--- src/core/msou_pkg.sv ---
// Shared constants for the miscellaneous system-operation unit.
package msou_pkg;
    localparam int unsigned MSOU_WORD_W = 32;
    localparam int unsigned MSOU_INSN_W = 48;
    localparam int unsigned MSOU_SREG_W = 4;
    localparam int unsigned MSOU_NUM_SREG = 16;
    localparam int unsigned MSOU_NUM_IREG = 16;
    localparam int unsigned MSOU_IDX_W = 4;
    // Major opcode fields, bits 47..40.
    localparam int unsigned MSOU_OPC_HI = 47;
    localparam int unsigned MSOU_OPC_LO = 40;
    localparam logic [7:0] MSOU_OPC_BITOP = 8'h14;
    localparam logic [7:0] MSOU_OPC_STACK = 8'h17;
    localparam logic [7:0] MSOU_OPC_MODIFY = 8'h16;
    localparam logic [7:0] MSOU_OPC_BIT_REVERSE_MODIFY = 8'h06;
    // Bit-operation fields.
    localparam int unsigned MSOU_BOP_HI = 39;
    localparam int unsigned MSOU_BOP_LO = 37;
    localparam int unsigned MSOU_SREG_HI = 36;
    localparam int unsigned MSOU_SREG_LO = 33;
    localparam int unsigned MSOU_DATA_HI_HI = 31;
    localparam int unsigned MSOU_DATA_HI_LO = 24;
    localparam int unsigned MSOU_DATA_LO_HI = 23;
    // Modify fields.
    localparam int unsigned MSOU_GSEL_BIT = 38;
    localparam int unsigned MSOU_ISEL_HI = 34;
    localparam int unsigned MSOU_ISEL_LO = 32;
    // Stack control bit positions.
    localparam int unsigned MSOU_LPU_BIT = 39;
    localparam int unsigned MSOU_LPO_BIT = 38;
    localparam int unsigned MSOU_SPU_BIT = 37;
    localparam int unsigned MSOU_SPO_BIT = 36;
    localparam int unsigned MSOU_PPU_BIT = 35;
    localparam int unsigned MSOU_PPO_BIT = 34;
    localparam int unsigned MSOU_FC_BIT = 33;
    // Arithmetic status register index and its flag position.
    localparam logic [3:0] MSOU_SREG_ASTAT = 4'h4;
    localparam int unsigned MSOU_BTF_BIT = 18;
    localparam logic [31:0] MSOU_SREG_RST = 32'h0000_0000;
    typedef enum logic [2:0] {
        MSOU_BOP_SET = 3'h0,
        MSOU_BOP_CLR = 3'h1,
        MSOU_BOP_TGL = 3'h2,
        MSOU_BOP_TST = 3'h4,
        MSOU_BOP_XOR = 3'h5
    } msou_bop_e;
endpackage

--- src/core/msou_top.sv ---
// Executes bit operations, index modify and stack push/pop/flush instructions.
module msou_top
    import msou_pkg::*;
#(
    parameter int unsigned LOOP_DEPTH = 6,
    parameter int unsigned STS_DEPTH = 15,
    parameter int unsigned PC_DEPTH = 30
) (
    input wire logic mclk_i,
    input wire logic rstn_i,
    input wire logic insn_valid_i,
    input wire logic [MSOU_INSN_W-1:0] insn_i,
    input wire logic dual_mode_i,
    input wire logic circular_buffer_enable_i,
    input wire logic loop_address_wr_i,
    input wire logic [MSOU_WORD_W-1:0] loop_address_wdata_i,
    input wire logic [MSOU_NUM_IREG*MSOU_WORD_W-1:0] len_regs_i,
    input wire logic [MSOU_NUM_IREG*MSOU_WORD_W-1:0] base_regs_i,
    input wire logic [MSOU_SREG_W-1:0] sreg_rd_sel_i,
    output logic [MSOU_WORD_W-1:0] sreg_rd_data_o,
    output logic [MSOU_WORD_W-1:0] arith_status_x_o,
    output logic [MSOU_WORD_W-1:0] arith_status_y_o,
    output logic [MSOU_WORD_W-1:0] ireg_rd_data_o,
    output logic [MSOU_WORD_W-1:0] loop_address_top_o,
    output logic loop_stack_push_o,
    output logic loop_stack_pop_o,
    output logic status_stack_push_o,
    output logic status_stack_pop_o,
    output logic pc_stack_push_o,
    output logic pc_stack_pop_o,
    output logic cache_flush_o,
    output logic mem_addr_valid_o,
    output logic [2:0] loop_ptr_o,
    output logic [3:0] status_ptr_o,
    output logic [4:0] pc_ptr_o
);
    // Only the arithmetic status register has a Y-element copy; no other register is duplicated.
    function automatic logic has_complement(input logic [MSOU_SREG_W-1:0] sel);
        return (sel == MSOU_SREG_ASTAT);
    endfunction

    function automatic logic [MSOU_WORD_W-1:0] bit_op(
        input logic [2:0] op, input logic [MSOU_WORD_W-1:0] r,
        input logic [MSOU_WORD_W-1:0] d);
        logic [MSOU_WORD_W-1:0] res;
        res = r;
        unique case (op)
            MSOU_BOP_SET: res = r | d;
            MSOU_BOP_CLR: res = r & ~d;
            MSOU_BOP_TGL: res = r ^ d;
            default: res = r;
        endcase
        return res;
    endfunction

    function automatic logic bit_test(
        input logic [2:0] op, input logic [MSOU_WORD_W-1:0] r,
        input logic [MSOU_WORD_W-1:0] d);
        return (op == MSOU_BOP_TST) ? ((r & d) == d) : (r == d);
    endfunction

    // Instruction fields.
    logic [7:0] opc;
    logic [2:0] bit_op_select;
    logic [MSOU_SREG_W-1:0] sel;
    logic [MSOU_WORD_W-1:0] imm;
    logic [MSOU_IDX_W-1:0] iidx;
    logic is_bitop, is_mod, is_rev, is_stk, bop_ok, is_test, y_on;
    always_comb begin
        opc = insn_i[MSOU_OPC_HI:MSOU_OPC_LO];
        bit_op_select = insn_i[MSOU_BOP_HI:MSOU_BOP_LO];
        sel = insn_i[MSOU_SREG_HI:MSOU_SREG_LO];
        imm = {insn_i[MSOU_DATA_HI_HI:MSOU_DATA_HI_LO], insn_i[MSOU_DATA_LO_HI:0]};
        iidx = {insn_i[MSOU_GSEL_BIT], insn_i[MSOU_ISEL_HI:MSOU_ISEL_LO]};
        is_bitop = insn_valid_i && (opc == MSOU_OPC_BITOP);
        is_mod = insn_valid_i && (opc == MSOU_OPC_MODIFY || opc == MSOU_OPC_BIT_REVERSE_MODIFY);
        is_rev = (opc == MSOU_OPC_BIT_REVERSE_MODIFY);
        is_stk = insn_valid_i && (opc == MSOU_OPC_STACK);
        bop_ok = (bit_op_select inside {MSOU_BOP_SET, MSOU_BOP_CLR, MSOU_BOP_TGL,
                              MSOU_BOP_TST, MSOU_BOP_XOR});
        is_test = (bit_op_select == MSOU_BOP_TST) || (bit_op_select == MSOU_BOP_XOR);
        y_on = dual_mode_i && has_complement(sel);
    end

    // System register file for the X element only; arithmetic status of both elements kept apart.
    logic [MSOU_NUM_SREG*MSOU_WORD_W-1:0] xflat, yflat;
    logic [MSOU_WORD_W-1:0] xr, yr, next_x, next_y, yrd_unused;
    logic xwe, ywe, next_flag_x, next_flag_y;
    logic [MSOU_WORD_W-1:0] astat_x, astat_y, next_astat_x, next_astat_y;
    logic [MSOU_SREG_W-1:0] xwaddr;
    logic [MSOU_WORD_W-1:0] xwdata;

    always_comb begin
        xr = (sel == MSOU_SREG_ASTAT) ? astat_x : xflat[sel*MSOU_WORD_W +: MSOU_WORD_W];
        yr = astat_y;
        next_x = bit_op(bit_op_select, xr, imm);
        next_y = bit_op(bit_op_select, yr, imm);
        next_flag_x = bit_test(bit_op_select, xr, imm);
        next_flag_y = bit_test(bit_op_select, yr, imm);
        xwe = is_bitop && bop_ok;
        ywe = 1'b0;
        next_astat_x = astat_x;
        next_astat_y = astat_y;
        if (is_bitop && bop_ok) begin
            if (is_test) begin
                next_astat_x[MSOU_BTF_BIT] = next_flag_x;
                if (y_on) begin
                    next_astat_y[MSOU_BTF_BIT] = next_flag_y;
                end
            end else if (sel == MSOU_SREG_ASTAT) begin
                next_astat_x = next_x;
                if (y_on) begin
                    next_astat_y = next_y;
                end
            end
        end
        // The status copy in the file is kept in step so a read of it shows the flag.
        xwaddr = is_test ? MSOU_SREG_ASTAT : sel;
        xwdata = (xwaddr == MSOU_SREG_ASTAT) ? next_astat_x : next_x;
    end

    always_ff @(posedge mclk_i) begin
        if (!rstn_i) begin
            astat_x <= MSOU_SREG_RST;
            astat_y <= MSOU_SREG_RST;
        end else begin
            astat_x <= next_astat_x;
            astat_y <= next_astat_y;
        end
    end

    msou_sreg_file #(.WIDTH(MSOU_WORD_W), .DEPTH(MSOU_NUM_SREG), .AW(MSOU_SREG_W)) u_xregs (
        .mclk_i(mclk_i),
        .rstn_i(rstn_i),
        .we_i(xwe),
        .waddr_i(xwaddr),
        .wdata_i(xwdata),
        .raddr_i(sreg_rd_sel_i),
        .rdata_o(sreg_rd_data_o),
        .flat_o(xflat)
    );
    assign yflat = '0;
    assign yrd_unused = '0;

    // Index registers with circular wrap and bit reverse.
    logic [MSOU_WORD_W-1:0] ireg [MSOU_NUM_IREG];
    logic [MSOU_WORD_W-1:0] icur, ilen, ibase, isum, iwrap, inew;
    always_comb begin
        icur = ireg[iidx];
        ilen = len_regs_i[iidx*MSOU_WORD_W +: MSOU_WORD_W];
        ibase = base_regs_i[iidx*MSOU_WORD_W +: MSOU_WORD_W];
        isum = icur + imm;
        iwrap = isum;
        // Wrap ignores the enable bit; a nonzero length alone defines the buffer.
        if (ilen != '0) begin
            if (isum >= ibase + ilen) begin
                iwrap = isum - ilen;
            end else if (isum < ibase) begin
                iwrap = isum + ilen;
            end
        end
        inew = is_rev ? {<<{iwrap}} : iwrap;
    end

    for (genvar g = 0; g < MSOU_NUM_IREG; g++) begin : g_ireg
        always_ff @(posedge mclk_i) begin
            if (!rstn_i) begin
                ireg[g] <= '0;
            end else if (is_mod && (iidx == MSOU_IDX_W'(g))) begin
                ireg[g] <= inew;
            end
        end
    end

    // Stack controls decoded from seven independent bits.
    logic loop_stack_push, loop_stack_pop, status_stack_push, status_stack_pop, pc_stack_push, pc_stack_pop, fcb;
    always_comb begin
        loop_stack_push = is_stk && insn_i[MSOU_LPU_BIT];
        loop_stack_pop = is_stk && insn_i[MSOU_LPO_BIT];
        status_stack_push = is_stk && insn_i[MSOU_SPU_BIT];
        status_stack_pop = is_stk && insn_i[MSOU_SPO_BIT];
        pc_stack_push = is_stk && insn_i[MSOU_PPU_BIT];
        pc_stack_pop = is_stk && insn_i[MSOU_PPO_BIT];
        fcb = is_stk && insn_i[MSOU_FC_BIT];
    end

    // All three stacks step in the same cycle, each with its own pointer.
    logic [2:0] lptr;
    logic [3:0] sptr;
    logic [4:0] pptr;
    msou_stack_ctl #(.DEPTH(LOOP_DEPTH), .PW(3)) u_loop (
        .mclk_i(mclk_i), .rstn_i(rstn_i), .push_i(loop_stack_push), .pop_i(loop_stack_pop),
        .ptr_o(lptr), .empty_o(), .full_o());
    msou_stack_ctl #(.DEPTH(STS_DEPTH), .PW(4)) u_sts (
        .mclk_i(mclk_i), .rstn_i(rstn_i), .push_i(status_stack_push), .pop_i(status_stack_pop),
        .ptr_o(sptr), .empty_o(), .full_o());
    msou_stack_ctl #(.DEPTH(PC_DEPTH), .PW(5)) u_pc (
        .mclk_i(mclk_i), .rstn_i(rstn_i), .push_i(pc_stack_push), .pop_i(pc_stack_pop),
        .ptr_o(pptr), .empty_o(), .full_o());

    // Loop address entries are kept so a pop shows the entry beneath again.
    logic [MSOU_WORD_W-1:0] lstk [LOOP_DEPTH];
    logic [MSOU_WORD_W-1:0] next_ltop, lwdata;
    logic [2:0] lwaddr, lkeep;
    logic lwe;
    always_comb begin
        next_ltop = loop_address_top_o;
        lwe = 1'b0;
        lwaddr = lptr;
        lwdata = '0;
        lkeep = lptr;
        if (loop_stack_pop && !loop_stack_push && (lptr != 3'h0)) begin
            lkeep = lptr - 3'h1;
            next_ltop = (lkeep != 3'h0) ? lstk[lkeep - 3'h1] : '0;
        end
        if (loop_address_wr_i && !loop_stack_push && (lkeep != 3'h0)) begin
            lwe = 1'b1;
            lwaddr = lkeep - 3'h1;
            lwdata = loop_address_wdata_i;
            next_ltop = loop_address_wdata_i;
        end
        if (loop_stack_push) begin
            next_ltop = '0;
            lwe = (lptr != 3'(LOOP_DEPTH));
            lwaddr = lptr;
            lwdata = '0;
        end
    end

    for (genvar g = 0; g < LOOP_DEPTH; g++) begin : g_lstk
        always_ff @(posedge mclk_i) begin
            if (!rstn_i) begin
                lstk[g] <= '0;
            end else if (lwe && (lwaddr == 3'(g))) begin
                lstk[g] <= lwdata;
            end
        end
    end

    always_ff @(posedge mclk_i) begin
        if (!rstn_i) begin
            loop_address_top_o <= '0;
            {loop_stack_push_o, loop_stack_pop_o, status_stack_push_o} <= 3'h0;
            {status_stack_pop_o, pc_stack_push_o, pc_stack_pop_o} <= 3'h0;
            cache_flush_o <= 1'b0;
            mem_addr_valid_o <= 1'b0;
            ireg_rd_data_o <= '0;
            arith_status_x_o <= MSOU_SREG_RST;
            arith_status_y_o <= MSOU_SREG_RST;
            loop_ptr_o <= '0;
            status_ptr_o <= '0;
            pc_ptr_o <= '0;
        end else begin
            loop_address_top_o <= next_ltop;
            {loop_stack_push_o, loop_stack_pop_o, status_stack_push_o} <= {loop_stack_push, loop_stack_pop, status_stack_push};
            {status_stack_pop_o, pc_stack_push_o, pc_stack_pop_o} <= {status_stack_pop, pc_stack_push, pc_stack_pop};
            cache_flush_o <= fcb;
            mem_addr_valid_o <= 1'b0;
            ireg_rd_data_o <= is_mod ? inew : ireg[iidx];
            arith_status_x_o <= next_astat_x;
            arith_status_y_o <= next_astat_y;
            loop_ptr_o <= lptr;
            status_ptr_o <= sptr;
            pc_ptr_o <= pptr;
        end
    end

    // Assertions.
    a_set_forces_ones: assert property (@(posedge mclk_i) disable iff (!rstn_i)
        is_bitop && bit_op_select == MSOU_BOP_SET && sel == MSOU_SREG_ASTAT
        |=> ((arith_status_x_o & $past(imm)) == $past(imm)))
        else $error("Set left a mask bit low.");
    a_clr_forces_zero: assert property (@(posedge mclk_i) disable iff (!rstn_i)
        is_bitop && bit_op_select == MSOU_BOP_CLR && sel == MSOU_SREG_ASTAT
        |=> ((arith_status_x_o & $past(imm)) == '0))
        else $error("Clear left a mask bit high.");
    a_tgl_inverts: assert property (@(posedge mclk_i) disable iff (!rstn_i)
        is_bitop && bit_op_select == MSOU_BOP_TGL && sel == MSOU_SREG_ASTAT
        |=> (arith_status_x_o == ($past(astat_x) ^ $past(imm))))
        else $error("Toggle result wrong.");
    a_test_flag: assert property (@(posedge mclk_i) disable iff (!rstn_i)
        is_bitop && bit_op_select == MSOU_BOP_TST
        |=> arith_status_x_o[MSOU_BTF_BIT] == $past(((xr & imm) == imm)))
        else $error("Test flag wrong.");
    a_cmp_flag: assert property (@(posedge mclk_i) disable iff (!rstn_i)
        is_bitop && bit_op_select == MSOU_BOP_XOR
        |=> arith_status_x_o[MSOU_BTF_BIT] == $past(xr == imm))
        else $error("Compare flag wrong.");
    a_y_only_dual: assert property (@(posedge mclk_i) disable iff (!rstn_i)
        is_bitop && !y_on |=> $stable(arith_status_y_o))
        else $error("Y register changed outside dual mode.");
    a_no_mem_addr: assert property (@(posedge mclk_i) disable iff (!rstn_i)
        is_mod |-> ##1 !mem_addr_valid_o [*2])
        else $error("Modify drove an address.");
    a_flush_pulse: assert property (@(posedge mclk_i) disable iff (!rstn_i)
        fcb |=> cache_flush_o)
        else $error("Flush not issued in time.");
    a_loop_zero: assert property (@(posedge mclk_i) disable iff (!rstn_i)
        loop_stack_push |=> loop_address_top_o == '0)
        else $error("Loop top not cleared on push.");
    a_reserved_op: assert property (@(posedge mclk_i) disable iff (!rstn_i)
        is_bitop && !bop_ok |=> $stable(arith_status_x_o) && $stable(arith_status_y_o))
        else $error("Reserved operation changed state.");
endmodule

--- src/core/msou_sreg_file.sv ---
// Small register memory with registered read data, used for the system registers.
module msou_sreg_file
    import msou_pkg::*;
#(
    parameter int unsigned WIDTH = 32,
    parameter int unsigned DEPTH = 16,
    parameter int unsigned AW = 4
) (
    input wire logic mclk_i,
    input wire logic rstn_i,
    input wire logic we_i,
    input wire logic [AW-1:0] waddr_i,
    input wire logic [WIDTH-1:0] wdata_i,
    input wire logic [AW-1:0] raddr_i,
    output logic [WIDTH-1:0] rdata_o,
    output logic [WIDTH*DEPTH-1:0] flat_o
);
    logic [WIDTH-1:0] mem [DEPTH];
    logic [WIDTH-1:0] next_rdata;

    always_comb begin
        next_rdata = mem[raddr_i];
        if (we_i && (waddr_i == raddr_i)) begin
            next_rdata = wdata_i;
        end
    end

    always_ff @(posedge mclk_i) begin
        if (!rstn_i) begin
            rdata_o <= '0;
        end else begin
            rdata_o <= next_rdata;
        end
    end

    for (genvar g = 0; g < DEPTH; g++) begin : g_word
        always_ff @(posedge mclk_i) begin
            if (!rstn_i) begin
                mem[g] <= MSOU_SREG_RST;
            end else if (we_i && (waddr_i == AW'(g))) begin
                mem[g] <= wdata_i;
            end
        end
        assign flat_o[g*WIDTH +: WIDTH] = mem[g];
    end
endmodule

--- src/core/msou_stack_ctl.sv ---
// Push and pop pointer for one hardware stack.
module msou_stack_ctl #(
    parameter int unsigned DEPTH = 6,
    parameter int unsigned PW = 3
) (
    input wire logic mclk_i,
    input wire logic rstn_i,
    input wire logic push_i,
    input wire logic pop_i,
    output logic [PW-1:0] ptr_o,
    output logic empty_o,
    output logic full_o
);
    logic [PW-1:0] ptr;
    logic [PW-1:0] next_ptr;

    // Each stack moves on its own; a push and pop together leave it still.
    always_comb begin
        next_ptr = ptr;
        if (push_i && !pop_i && (ptr != PW'(DEPTH))) begin
            next_ptr = ptr + PW'(1);
        end else if (pop_i && !push_i && (ptr != '0)) begin
            next_ptr = ptr - PW'(1);
        end
    end

    always_ff @(posedge mclk_i) begin
        if (!rstn_i) begin
            ptr <= '0;
        end else begin
            ptr <= next_ptr;
        end
    end

    assign ptr_o = ptr;
    assign empty_o = (ptr == '0);
    assign full_o = (ptr == PW'(DEPTH));
endmodule

--- config.mk ---
export PLATFORM = sky130hd
export DESIGN_NAME = msou_top
export DESIGN_NICKNAME = d
export VERILOG_FILES = /design/src/core/msou_pkg.sv /design/src/core/msou_top.sv /design/src/core/msou_sreg_file.sv /design/src/core/msou_stack_ctl.sv
export SDC_FILE = /design/constraint.sdc
export NUM_CORES = 2
export LEC_CHECK = 0
export BUFFER_PORTS_ARGS = -buffer_cell sky130_fd_sc_hd__buf_2
export CELL_PAD_IN_SITES_DETAIL_PLACEMENT = 1
export CELL_PAD_IN_SITES_GLOBAL_PLACEMENT = 1
export CORE_AREA = 2 2 498 500
export DETAILED_ROUTE_END_ITERATION = 10
export DIE_AREA = 0 0 500 502
export PLACE_DENSITY = 0.72
export SYNTH_ARGS = -nofsm -noshare
export SYNTH_HDL_FRONTEND = slang
export SYNTH_SLANG_ARGS = --single-unit
export TNS_END_PERCENT = 50
--- constraint.sdc ---
create_clock -name mclk_i -period 13.1 [get_ports mclk_i]
set_input_delay 2.62 -clock mclk_i [delete_from_list [all_inputs] [get_ports mclk_i]]
set_output_delay 2.62 -clock mclk_i [all_outputs]
set_load 0.1 [all_outputs]
==> impl_metrics.yaml <==
timing:
  setup-tns-final_ns: 0
  min_period_ns: 11.59
  relSlewSlack_pct: 10.3
  layout_setup_ws_ns: 1.51
  hold_violations: 0
  tightest_slew_ns: 1.33
  timing.final.crit_share_pct: 88.5
  setup_viol: 0
  rsz0062_at_grt: "no"
  timing.fmax_mhz: 86.3
  maxSlewViolCount: 0
  skew_ns: 0.0521
route:
  via_per_inst: 6.18
  wl_per_cell_um: 38.0
  finalWirelength_mm: 443
  vias: 71900
  dr.pass1.iters: 6
  drt_iter0_drc: 8838
  ant_nets: 0
  remaining_drc_errors: 0
logic_synthesis:
  synth_edf_count: 1216
  postSynth.asyncResetShare_pct: 0
  ys_seq_elements: 1407
  yosysSeqAreaShare_pct: 47.2
  synthCells: 7064
  yosysUniqueCellTypes: 94
  syn-num-nets: 8578
  netlist_area_sq_um: 85500
  yosysWarnings: 0
  avgSynthCellArea_sq_um: 12.1
  synthFlopType: "edfxtp_1"
floorplanning:
  die_width_um: 500
  start_util_pct: 34.9
  io_pins: 1294
  num_rows: 182
  die_y_um: 502
  fp.coreArea_sq_um: 245000
  dieArea_sq_um: 251000
setup_path:
  worstReg2RegEnd: "ireg[10][0]$_SDFFCE_PN0P_"
  crit_type: "in2reg"
  worstSetupStartpointType: "input port"
  worstReg2RegStart: "ireg[14][0]$_SDFFCE_PN0P_"
  cpLargestDelayFamily: "compound AO/OA/AOI/OAI gates"
  critPathBufInv: 3
  reg2reg_slack_ns: 4.34
  cp.required_ns: 13.62
  slowest_delay_ns: 1.13
  cp-end-kind: "flop"
  cp_slowest_cell: "a211oi_2"
  r2r_cells: 25
  arrival_ns: 12.11
  worstPathMaxFanout: 51
clocking:
  htree_levels: 4
  cts_hold_buffers: 0
  tritoncts: "done"
  cts-root-buf: "clkbuf_16"
  cts_buffers: 151
  cts_buffer_depth: 3
  clk_latency_ns: 0.84
  cts.repair.resized: 0
  clkTransAtPathRegs_ns: 0.06
  post_cts.repair.setup_buffers: 0
  clock_sinks: 1407
place:
  port_buffers: 1291
  dpl.cell_count: 11200
  place_ws_ns: 0.814
  place_area_sq_um: 96100
  gp_congestion: 1.04
  hpwl_mm: 330
pwr:
  switching_share_pct: 39.5
  finalPower_mw: 15.2
  irDropWorstVdd_v: 0.000157
  p_per_area_nw_per_um2: 150
  power.leakage_nw: 38.9
  switching_power_mw: 6.02
  sequentialPowerShare_pct: 33.2
  cellInternalPower_mw: 9.21
  comb_power_share_pct: 37.4
  clkPwrFrac_pct: 29.4
finish:
  final_common_cell: "nor2_1"
  drive_gt1_share_pct: 32.0
  final_nets: 9674
  fin_area_sq_um: 102000
  layout_common_cells: "1480 x nor2_1, 1283 x buf_2, 1216 x edfxtp_1"
  area_delta_synth_final_pct: 18.7
  layout.cells.non_filler: 11600
global_route:
  grtUsageTotal_pct: 34.2
  grt_pass1_wl_mm: 592
  grt_pass1_vias: 71700
  grt_max_degree: 120
  antenna_found_initial: 198
  overflow: 0
status:
  status: "finished clean"
hold_path:
  min_path_cells: 2
  hp-start: "arith_status_x_o[8]$_SDFF_PN0_"
  whs_endpoint: "arith_status_x_o[8]$_SDFF_PN0_"
  worstHoldPathType: "reg2reg"
job:
  maxCapViolations: 0
worst max-delay path by stage:
stage / depth (start not counted) / from / end
after floorplan: 36 / insn_i[33] / ireg[10][12]$_SDFFCE_PN0P_
after global placement: 28 / insn_i[32] / ireg[2][0]$_SDFFCE_PN0P_
after detailed placement: 27 / insn_i[32] / ireg[10][0]$_SDFFCE_PN0P_
after CTS: 27 / insn_i[32] / ireg[10][0]$_SDFFCE_PN0P_
after global routing: 26 / insn_i[32] / ireg[14][0]$_SDFFCE_PN0P_
final: 27 / insn_i[33] / ireg[10][0]$_SDFFCE_PN0P_
power groups by stage:
| stage | Combinational [mW] | Clock (mW) | Sequential, mW |
|---|---|---|---|
| after floorplan | 3.42 | 0 | 5.25 |
| after global placement | 5.40 | 0 | 5.13 |
| after detailed placement | 5.54 | 0 | 5.15 |
| after CTS | 5.57 | 4.50 | 5.06 |
| after global routing | 5.95 | 4.66 | 5.07 |
| final | 5.69 | 4.48 | 5.06 |
worst register-to-register path, cell delays in order (launching register included):
cell and delay (ns):
edfxtp_1 0.37, mux4_2 0.49, mux4_2 0.56, ha_1 0.27, fa_1 0.45, a21oi_1 0.19, nand4b_1 0.17, and3_1 0.23
or3_1 0.18, nand2_1 0.12, a31oi_1 0.34, o21bai_1 0.12, a21oi_1 0.19, xor2_1 0.50, inv_1 0.31, ha_1 0.36
nand4_1 0.12, o21ai_0 0.33, nor4_1 0.10, o21ai_0 0.27, a31o_2 0.33, o21ai_1 0.13, a21oi_4 0.69, o21ai_1 0.32
a211oi_2 1.14, nor3_1 0.14
per-layer routing:
| metal | vias up | global-route usage, % | wire, um |
|---|---|---|---|
| li1 | 28900 | - | - |
| met4 | 76 | 21.6 | 33300 |
| met1 | 36900 | 39.5 | 153000 |
| met5 | - | 0 | 477 |
| met3 | 1045 | 12.7 | 54200 |
| met2 | 4919 | 53.7 | 201000 |
registers in the layout (all words and copies together), names as in the netlist:
register,count
loop_stack_push_o,1
cache_flush_o,1
u_pc.ptr_o,5
status_ptr_o,4
pc_stack_pop_o,1
ireg_rd_data_o,32
u_loop.ptr_o,3
pc_stack_push_o,1
loop_stack_pop_o,1
arith_status_x_o,32
pc_ptr_o,5
loop_address_top_o,32
u_xregs.mem,512
u_xregs.rdata_o,32
ireg,512
lstk,192
arith_status_y_o,32
status_stack_push_o,1
u_sts.ptr_o,4
loop_ptr_o,3
status_stack_pop_o,1
synthesized netlist by cell type (26+ instances only):
cell type,count,share of area [%]
o22ai_1,36,0.26
a221oi_1,63,0.65
nand2b_1,38,0.28
o21ai_0,205,1.2
a22oi_1,36,0.32
inv_1,238,1.0
xnor2_1,142,1.5
a21o_1,62,0.54
nor4_1,27,0.20
dfxtp_1,191,4.5
and3_1,33,0.24
o21ai_1,31,0.18
nand2_1,384,1.7
mux4_2,746,20
a211oi_1,92,0.81
a21oi_1,240,1.4
nor3_1,111,0.65
xor2_1,43,0.44
buf_1,78,0.34
o221ai_1,40,0.41
mux2i_1,151,1.8
nor2_1,1484,6.5
edfxtp_1,1216,43
o211ai_1,40,0.35
buf_2,58,0.34
nand4_1,28,0.20
clkbuf_1,399,1.8
nand3_1,77,0.45
ha_1,394,5.8
a31oi_1,26,0.19
cell families (layout without fill, tap and decap cells):
group / count (synthesis) / in the layout / synth area share, %
AOI/OAI and AO/OA: 1042 / 1042 / 8.19
xor gates and xnor gates: 186 / 186 / 1.92
muxes: 926 / 926 / 21.9
adders and majority gates: 400 / 400 / 5.91
DFF: 1407 / 1407 / 47.2
and+or+nand+nor: 2287 / 2287 / 11.1
other: 1 / 130 / 0.00439
buffers and inverters: 815 / 2036 / 3.86
final cells by class:
class	count	area, sq um
Clock buffer	206	4220
Clock inverter	72	881
Timing Repair Buffer	1513	8330
Tap cell	3220	4030
Fill cell	26400	144000
Antenna cell	129	323
Multi-Input combinational cell	4842	42400
Sequential cell	1407	40300
Inverter	245	930
metrics by stage:
| step | hold slack (ns) | utilization, % |
|---|---|---|
| CTS | 0.482 | 41.3 |
| finish | 0.482 | 41.4 |
| floorplan | 0.488 | - |
| global route | 0.499 | 41.3 |
| detailed placement | 0.473 | 39.2 |
| global placement | 0.468 | 39.2 |
Note: power is estimated with default switching activity, not from simulation.
